$ cat src/rtl/tcm_pkg.sv
/*
 * Constants for the 8-bit timer compare and clear-on-match block.
 * Assumes one system clock; the timer tick is a one-cycle enable.
 */
package tcm_pkg;
    // ------------------------------------------------------------
    // Counter values
    // ------------------------------------------------------------
    localparam logic [7:0] CNT_BOTTOM = 8'h00; // Bottom of count
    localparam logic [7:0] CNT_MAX    = 8'hff; // Maximum of count
    localparam logic [7:0] CNT_RST    = 8'h00; // Counter reset value
    localparam logic [7:0] CMP_RST    = 8'h00; // Compare reset value

    // ------------------------------------------------------------
    // Waveform modes (bit 0 set marks a PWM mode)
    // ------------------------------------------------------------
    localparam logic [1:0] MODE_NORMAL = 2'h0; // Free running up count
    localparam logic [1:0] MODE_CLEAR  = 2'h2; // Clear on match
    localparam int         MODE_PWM_B  = 0;    // Bit that marks PWM
    localparam logic [1:0] MODE_RST    = 2'h0; // Mode reset value

    // ------------------------------------------------------------
    // Compare output actions
    // ------------------------------------------------------------
    localparam logic [1:0] ACT_NONE   = 2'h0; // Leave output alone
    localparam logic [1:0] ACT_TOGGLE = 2'h1; // Invert on match
    localparam logic [1:0] ACT_CLEAR  = 2'h2; // Clear on match
    localparam logic [1:0] ACT_SET    = 2'h3; // Set on match

    // ------------------------------------------------------------
    // Clock source select
    // ------------------------------------------------------------
    localparam logic [2:0] CS_STOPPED = 3'h0; // No timer clock
endpackage : tcm_pkg

$ cat src/rtl/tcm_timer8.sv
/*
 * 8-bit timer counter with output compare, normal and clear-on-match
 * counting, compare buffering, force strobe and write blocking.
 * Assumes all inputs synchronous to clock_i and a prescaled tick
 * arriving as a one-cycle enable on timer_tick_i.
 */
module tcm_timer8
    import tcm_pkg::*;
(
    input  wire logic       clock_i,          // System clock
    input  wire logic       sys_rst_i,        // Sync reset, high
    input  wire logic       timer_tick_i,     // Prescaled tick
    input  wire logic [2:0] clock_source_select_i, // Zero stops
    input  wire logic       ctrl_wr_i,        // Control write
    input  wire logic [1:0] waveform_mode_bits_i, // Mode data
    input  wire logic [1:0] compare_output_action_bits_i, // Action
    input  wire logic       compare_irq_enable_i, // Irq enable data
    input  wire logic       force_compare_strobe_i, // Force pulse
    input  wire logic       count_wr_i,       // Counter write
    input  wire logic [7:0] count_wdata_i,    // Counter data
    input  wire logic       compare_wr_i,     // Compare write
    input  wire logic [7:0] compare_wdata_i,  // Compare data
    input  wire logic       cmp_flag_wr1_i,   // Write one to flag
    input  wire logic       ovf_flag_wr1_i,   // Write one to flag
    input  wire logic       cmp_irq_ack_i,    // Compare irq served
    input  wire logic       ovf_irq_ack_i,    // Overflow irq served
    input  wire logic       port_out_bit_i,   // Ordinary port value
    input  wire logic       compare_pin_direction_bit_i, // 1 = out
    output logic [7:0]      timer_count_value_o, // Counter
    output logic [7:0]      compare_value_reg_o, // Compare readback
    output logic            compare_match_flag_o, // Match flag
    output logic            overflow_flag_o,  // Overflow flag
    output logic            compare_irq_o,    // Compare request
    output logic            compare_output_level_o, // Output reg
    output logic            pin_out_o,        // Pin output value
    output logic            pin_oe_o          // Pin output enable
);
    import tcm_pkg::*;

    // ------------------------------------------------------------
    // State
    // ------------------------------------------------------------
    logic [7:0] count;        // Counter
    logic [7:0] cmp_active;   // Compare used by comparator
    logic [7:0] cmp_buf;      // Buffer for PWM modes
    logic [1:0] mode;         // Waveform mode
    logic [1:0] action;       // Compare output action
    logic       irq_en;       // Compare interrupt enable
    logic       oc_level;     // Compare output register
    logic       cmp_flag;     // Compare match flag
    logic       ovf_flag;     // Overflow flag
    logic       match_pend;   // Match waiting for next tick
    logic       blk_pend;     // Counter written, block next tick

    // ------------------------------------------------------------
    // Decode
    // ------------------------------------------------------------
    logic       tick;         // Gated timer clock
    logic       pwm;          // PWM mode, buffering on
    logic       eq;           // Raw comparator output
    logic       match_ev;     // Unblocked match this tick
    logic       match_clr;    // Counter clear on match
    logic       wrap;         // Count passes max to zero
    logic       oc_event;     // Output update request
    logic [7:0] next_count;   // Counter next value
    logic       next_oc;      // Output next value

    // Timer stops on source zero
    assign tick = timer_tick_i && (clock_source_select_i != CS_STOPPED);
    assign pwm  = mode[MODE_PWM_B];
    assign eq   = (count == cmp_active);

    // Blocked during the tick after a counter write, or a write now
    assign match_ev = tick && eq && !blk_pend && !count_wr_i;

    // Sequence depends on mode only
    assign match_clr = (mode == MODE_CLEAR) && match_ev;
    assign wrap = tick && !count_wr_i && (count == CNT_MAX);

    // ------------------------------------------------------------
    // Counter next value
    // ------------------------------------------------------------
    always_comb begin
        if (count_wr_i) begin
            next_count = count_wdata_i;
        end else if (!tick) begin
            next_count = count;
        end else if (match_clr) begin
            next_count = CNT_BOTTOM;
        end else begin
            // Past a lowered compare it runs on to max and wraps
            next_count = count + 8'h01;
        end
    end

    // Counter register
    always_ff @(posedge clock_i) begin
        if (sys_rst_i) begin
            count <= CNT_RST;
        end else begin
            count <= next_count;
        end
    end

    // ------------------------------------------------------------
    // Match blocking after a counter write
    // ------------------------------------------------------------
    always_ff @(posedge clock_i) begin
        if (sys_rst_i) begin
            blk_pend <= 1'b0;
        end else if (count_wr_i) begin
            blk_pend <= 1'b1;
        end else if (tick) begin
            blk_pend <= 1'b0; // Held even with timer stopped
        end
    end

    // ------------------------------------------------------------
    // Control bits
    // ------------------------------------------------------------
    always_ff @(posedge clock_i) begin
        if (sys_rst_i) begin
            mode   <= MODE_RST;
            action <= ACT_NONE;
            irq_en <= 1'b0;
        end else if (ctrl_wr_i) begin
            mode   <= waveform_mode_bits_i;
            action <= compare_output_action_bits_i;
            irq_en <= compare_irq_enable_i;
        end
    end

    // ------------------------------------------------------------
    // Compare value and its buffer
    // ------------------------------------------------------------
    always_ff @(posedge clock_i) begin
        if (sys_rst_i) begin
            cmp_buf <= CMP_RST;
        end else if (compare_wr_i) begin
            cmp_buf <= compare_wdata_i;
        end
    end

    // Active compare: direct write, or buffer copy at top or bottom
    always_ff @(posedge clock_i) begin
        if (sys_rst_i) begin
            cmp_active <= CMP_RST;
        end else if (!pwm && compare_wr_i) begin
            cmp_active <= compare_wdata_i;
        end else if (pwm && tick &&
                     (count == CNT_MAX || count == CNT_BOTTOM)) begin
            cmp_active <= cmp_buf;
        end
    end

    // Readback follows the register software targets
    assign compare_value_reg_o = pwm ? cmp_buf : cmp_active;

    // ------------------------------------------------------------
    // Compare match flag
    // ------------------------------------------------------------
    always_ff @(posedge clock_i) begin
        if (sys_rst_i) begin
            match_pend <= 1'b0;
        end else if (match_ev) begin
            match_pend <= 1'b1;
        end else if (tick) begin
            match_pend <= 1'b0;
        end
    end

    // Set wins over clear in the same cycle
    always_ff @(posedge clock_i) begin
        if (sys_rst_i) begin
            cmp_flag <= 1'b0;
        end else if (match_pend && tick) begin
            cmp_flag <= 1'b1;
        end else if (cmp_irq_ack_i || cmp_flag_wr1_i) begin
            cmp_flag <= 1'b0;
        end
    end

    // ------------------------------------------------------------
    // Overflow flag
    // ------------------------------------------------------------
    always_ff @(posedge clock_i) begin
        if (sys_rst_i) begin
            ovf_flag <= 1'b0;
        end else if (wrap && !pwm) begin
            ovf_flag <= 1'b1;
        end else if (ovf_irq_ack_i || ovf_flag_wr1_i) begin
            ovf_flag <= 1'b0;
        end
    end

    // ------------------------------------------------------------
    // Compare output register
    // ------------------------------------------------------------
    // Real match or force strobe, only outside PWM modes
    assign oc_event = !pwm && (match_ev || force_compare_strobe_i);

    always_comb begin
        next_oc = oc_level;
        if (oc_event) begin
            case (action)
                ACT_TOGGLE: next_oc = !oc_level;
                ACT_CLEAR:  next_oc = 1'b0;
                ACT_SET:    next_oc = 1'b1;
                default:    next_oc = oc_level;
            endcase
        end
    end

    // Mode writes never touch this register
    always_ff @(posedge clock_i) begin
        if (sys_rst_i) begin
            oc_level <= 1'b0;
        end else begin
            oc_level <= next_oc;
        end
    end

    // ------------------------------------------------------------
    // Outputs and pin override
    // ------------------------------------------------------------
    assign timer_count_value_o    = count;
    assign compare_match_flag_o   = cmp_flag;
    assign overflow_flag_o        = ovf_flag;
    assign compare_irq_o          = cmp_flag && irq_en;
    assign compare_output_level_o = oc_level;
    assign pin_out_o = (action != ACT_NONE) ? oc_level : port_out_bit_i;
    assign pin_oe_o  = compare_pin_direction_bit_i;
endmodule : tcm_timer8

$ cat config.mk
export PLATFORM = sky130hd
export DESIGN_NAME = tcm_timer8
export DESIGN_NICKNAME = d
export VERILOG_FILES = /design/src/rtl/tcm_pkg.sv /design/src/rtl/tcm_timer8.sv
export SDC_FILE = /design/constraint.sdc
export NUM_CORES = 1
export LEC_CHECK = 0
export BUFFER_PORTS_ARGS = -buffer_cell sky130_fd_sc_hd__buf_2
export CORE_MARGIN = 2
export CORE_UTILIZATION = 46
export DETAILED_ROUTE_END_ITERATION = 16
export MAX_ROUTING_LAYER = met4
export PLACE_DENSITY = 0.76
export SLEW_MARGIN = 0
export SYNTH_ARGS = -nofsm -noshare
export SYNTH_HDL_FRONTEND = slang
export SYNTH_SLANG_ARGS = --single-unit
$ cat constraint.sdc
create_clock -name clock_i -period 1.55 [get_ports clock_i]
set_input_delay 0.0775 -clock clock_i [delete_from_list [all_inputs] [get_ports clock_i]]
set_output_delay 0.0775 -clock clock_i [all_outputs]
set_load 0.01 [all_outputs]
==> impl_metrics.env <==
export IMPL_start_util_pct=47.6
export IMPL_grt_pass1_wl_mm=7.51
export IMPL_core_rowCount=23
export IMPL_r2r_start="timer_count_value_o[0]"
export IMPL_crit_path_end_kind="flip-flop"
export IMPL_wl_per_cell_um=13.6
export IMPL_area_growth_syn_to_layout_pct=33.7
export IMPL_reg2reg_depth=5
export IMPL_grt_max_degree=28
export IMPL_synth_cell_types=43
export IMPL_antenna_left=0
export IMPL_cts_max_level=2
export IMPL_clkPwrFrac_pct=31.1
export IMPL_cts_root_buf="clkbuf_8"
export IMPL_switchingPower_mw=0.615
export IMPL_drtPass1Iterations=5
export IMPL_drv_slew=0
export IMPL_place_congestion=0.951
export IMPL_internal_power_mw=1.54
export IMPL_drive_gt1_share_pct=42.4
export IMPL_avgSynthCellArea_um2=8.73
export IMPL_cap_viol_max_count=0
export IMPL_relSlewSlack_pct=76.2
export IMPL_whs_ns=0.0299
export IMPL_hold_buffers=0
export IMPL_synth_cells=218
export IMPL_skew_ns=0.00470
export IMPL_pin_count=59
export IMPL_status="complete, but fails checks"
export IMPL_startpoint_type="flip-flop"
export IMPL_clk_pin_slew_ns=0.07
export IMPL_sw_frac_of_total_pct=28.5
export IMPL_worst_slack_ns=-0.162
export IMPL_power_total_mw=2.16
export IMPL_fin_tns_setup_ns=-1.13
export IMPL_whs_path_depth=3
export IMPL_p_seq_share_pct=45.4
export IMPL_die_h_um=68.3
export IMPL_finalCritPeriodShare_pct=110
export IMPL_holdCritPathClass="input port to flip-flop"
export IMPL_tightest_slew_ns=0.357
export IMPL_numCtsBuffers=5
export IMPL_grt_pass1_vias=1629
export IMPL_vias_per_cell=5.18
export IMPL_final_common_cell="buf_2"
export IMPL_timing_rr_end="compare_output_level_o"
export IMPL_cellLeakagePower_nw=1.16
export IMPL_wl_mm=4.73
export IMPL_layout_common_cells="buf_2, nor2_1, buf_4"
export IMPL_worstSkewPairLatency_ns=0.28
export IMPL_synth_seq_cells=34
export IMPL_hpwl_mm=3.43
export IMPL_cp_required_ns=1.72
export IMPL_min_from="waveform_mode_bits_i[0]"
export IMPL_syn_nets=257
export IMPL_route_vias_total=1799
export IMPL_final_hold_viol_count=0
export IMPL_grt_use_total_pct=22.1
export IMPL_fmax_mhz=584
export IMPL_coreArea_um2=4000
export IMPL_r2r_slack_ns=-0.16
export IMPL_drc=0
export IMPL_layout_nets=335
export IMPL_cts_sinks=34
export IMPL_cts_max_path_buffers=2
export IMPL_finalSetupViolCount=12
export IMPL_rsz0062_at_grt="true"
export IMPL_grt_overflow=0
export IMPL_num_antenna_cells=0
export IMPL_cts_tree="yes"
export IMPL_antenna_found_initial=0
export IMPL_netlist_area_um2=1900
export IMPL_power_density_nw_per_um2=849
export IMPL_critical_path_class="flip-flop to flip-flop"
export IMPL_io_buffers=56
export IMPL_irDropWorstVdd_mv=0.534
export IMPL_worstPathMaxFanout=4
export IMPL_drt_initial_drc_count=133
export IMPL_ys_seq_area_share_pct=35.8
export IMPL_yosysWarnings=0
export IMPL_hold_end="mode[0]"
export IMPL_violations="setup timing"
export IMPL_die_x_um=68.3
export IMPL_min_period_ns=1.71
export IMPL_cp_arrival_ns=1.88
export IMPL_combPwrFrac_pct=23.5
export IMPL_dieArea_um2=4670
-- cells by family after synthesis --
logic type	after synthesis	synth area share, %
AND/OR/NAND/NOR	81	21.1
AO/OA/AOI/OAI	36	13.5
multiplexers	31	16.9
XOR/XNOR	12	5.52
buffers and inverters	22	5.92
flip-flops	34	35.8
adder cells (fa/ha/maj)	2	1.31
-- final cells by class --
class,instances,area (µm²)
Fill cell,352,1460
Multi-Input combinational cell,162,1150
Sequential cell,34,691
Timing Repair Buffer,88,533
Clock buffer,7,86.3
Tap cell,50,62.6
Inverter,5,18.8
Clock inverter,1,5.00
-- what timing repair did --
| action | CTS | global route |
|---|---|---|
| setup buffers | 2 | 0 |
| pin swaps | 2 | 4 |
| endpoints found under the setup margin | 22 | 16 |
| gates resized for setup | 10 | 2 |
-- critical path, cell delays in order, from the launching register on --
cell and delay [ns]:
dfxtp_2 0.34, xor2_1 0.15, or4_4 0.52, or4_1 0.40
nor2_1 0.10, o22ai_1 0.08
-- cells in the mapped netlist --
master     count  area (µm²)
a211oi_1       7        52.6
a211oi_2       1        12.5
a21oi_1       11        55.1
a21oi_4        1        16.3
a221oi_1       2        17.5
a22oi_1        1        7.51
a2bb2oi_1      1        8.76
and2_1         1        6.26
and3_1         2        12.5
and3_4         1        11.3
buf_2          3        15.0
buf_4          1        7.51
buf_6          3        33.8
clkbuf_1      10        37.5
dfxtp_1       34         681
ha_1           2        25.0
inv_1          5        18.8
mux2_2         9         101
mux2i_1       22         220
nand2_1       11        41.3
nand2b_1       1        6.26
nand3_1        7        35.0
nand3_4        1        17.5
nand3b_1       1        7.51
nand4_1        1        6.26
nor2_1        41         154
nor2b_1        1        6.26
nor3_1         4        20.0
nor4_1         2        12.5
nor4b_2        1        15.0
o21ai_0        3        15.0
o22ai_1        3        18.8
o31a_1         1        8.76
o31a_2         1        10.0
o31ai_1        1        7.51
o32ai_1        3        26.3
or2b_1         1        7.51
or2b_2         2        17.5
or3_1          1        6.26
or4_1          1        7.51
or4_4          1        11.3
xnor2_1        1        8.76
xor2_1        11        96.3
-- worst max-delay path by stage --
stage / start / end / slack, ns / depth (start not counted)
2_1_floorplan: timer_count_value_o[3] / compare_output_level_o / -0.14 / 6
3_3_place_gp: timer_count_value_o[0] / compare_output_level_o / -0.12 / 5
3_5_place_dp: timer_count_value_o[1] / compare_output_level_o / -0.14 / 5
4_1_cts: cmp_active[0] / compare_output_level_o / -0.14 / 5
5_1_grt: timer_count_value_o[0] / compare_output_level_o / -0.23 / 5
6_report: timer_count_value_o[0] / compare_output_level_o / -0.16 / 5
-- power by group through the flow --
stage / logic, mW / registers (mW) / clock network [mW]
6_report: 0.507 / 0.981 / 0.672
4_1_cts: 0.496 / 0.980 / 0.683
3_5_place_dp: 0.475 / 0.998 / 0
5_1_grt: 0.555 / 0.988 / 0.731
3_3_place_gp: 0.466 / 0.994 / 0
2_1_floorplan: 0.280 / 0.998 / 0
-- per-layer routing --
layer,up-vias,part of all wire (%),global-route usage [%]
met5,-,0,-
met3,4,6.7,4.28
met4,0,1.0,8.00
met1,810,44,28.7
met2,66,48,34.2
li1,919,-,-
-- state kept, by name, summed over array words and instances (netlist names) --
register and count:
blk_pend 1, mode 2, irq_en 1, compare_output_level_o 1, action 2, cmp_buf 8, cmp_active 8, match_pend 1
compare_match_flag_o 1, overflow_flag_o 1, timer_count_value_o 8
-- stage by stage --
stage                     cell area (µm²)  std cells  util [%]  setup slack (ns)
after floorplan                      1910        218         -            -0.135
after global placement               2390        337      59.8            -0.117
after detailed placement             2390        337      59.8            -0.144
after CTS                            2530        347      63.3            -0.139
after global routing                 2540        347      63.6            -0.230
final                                2540        347      63.6            -0.162
(Power assumes the default switching activity.)
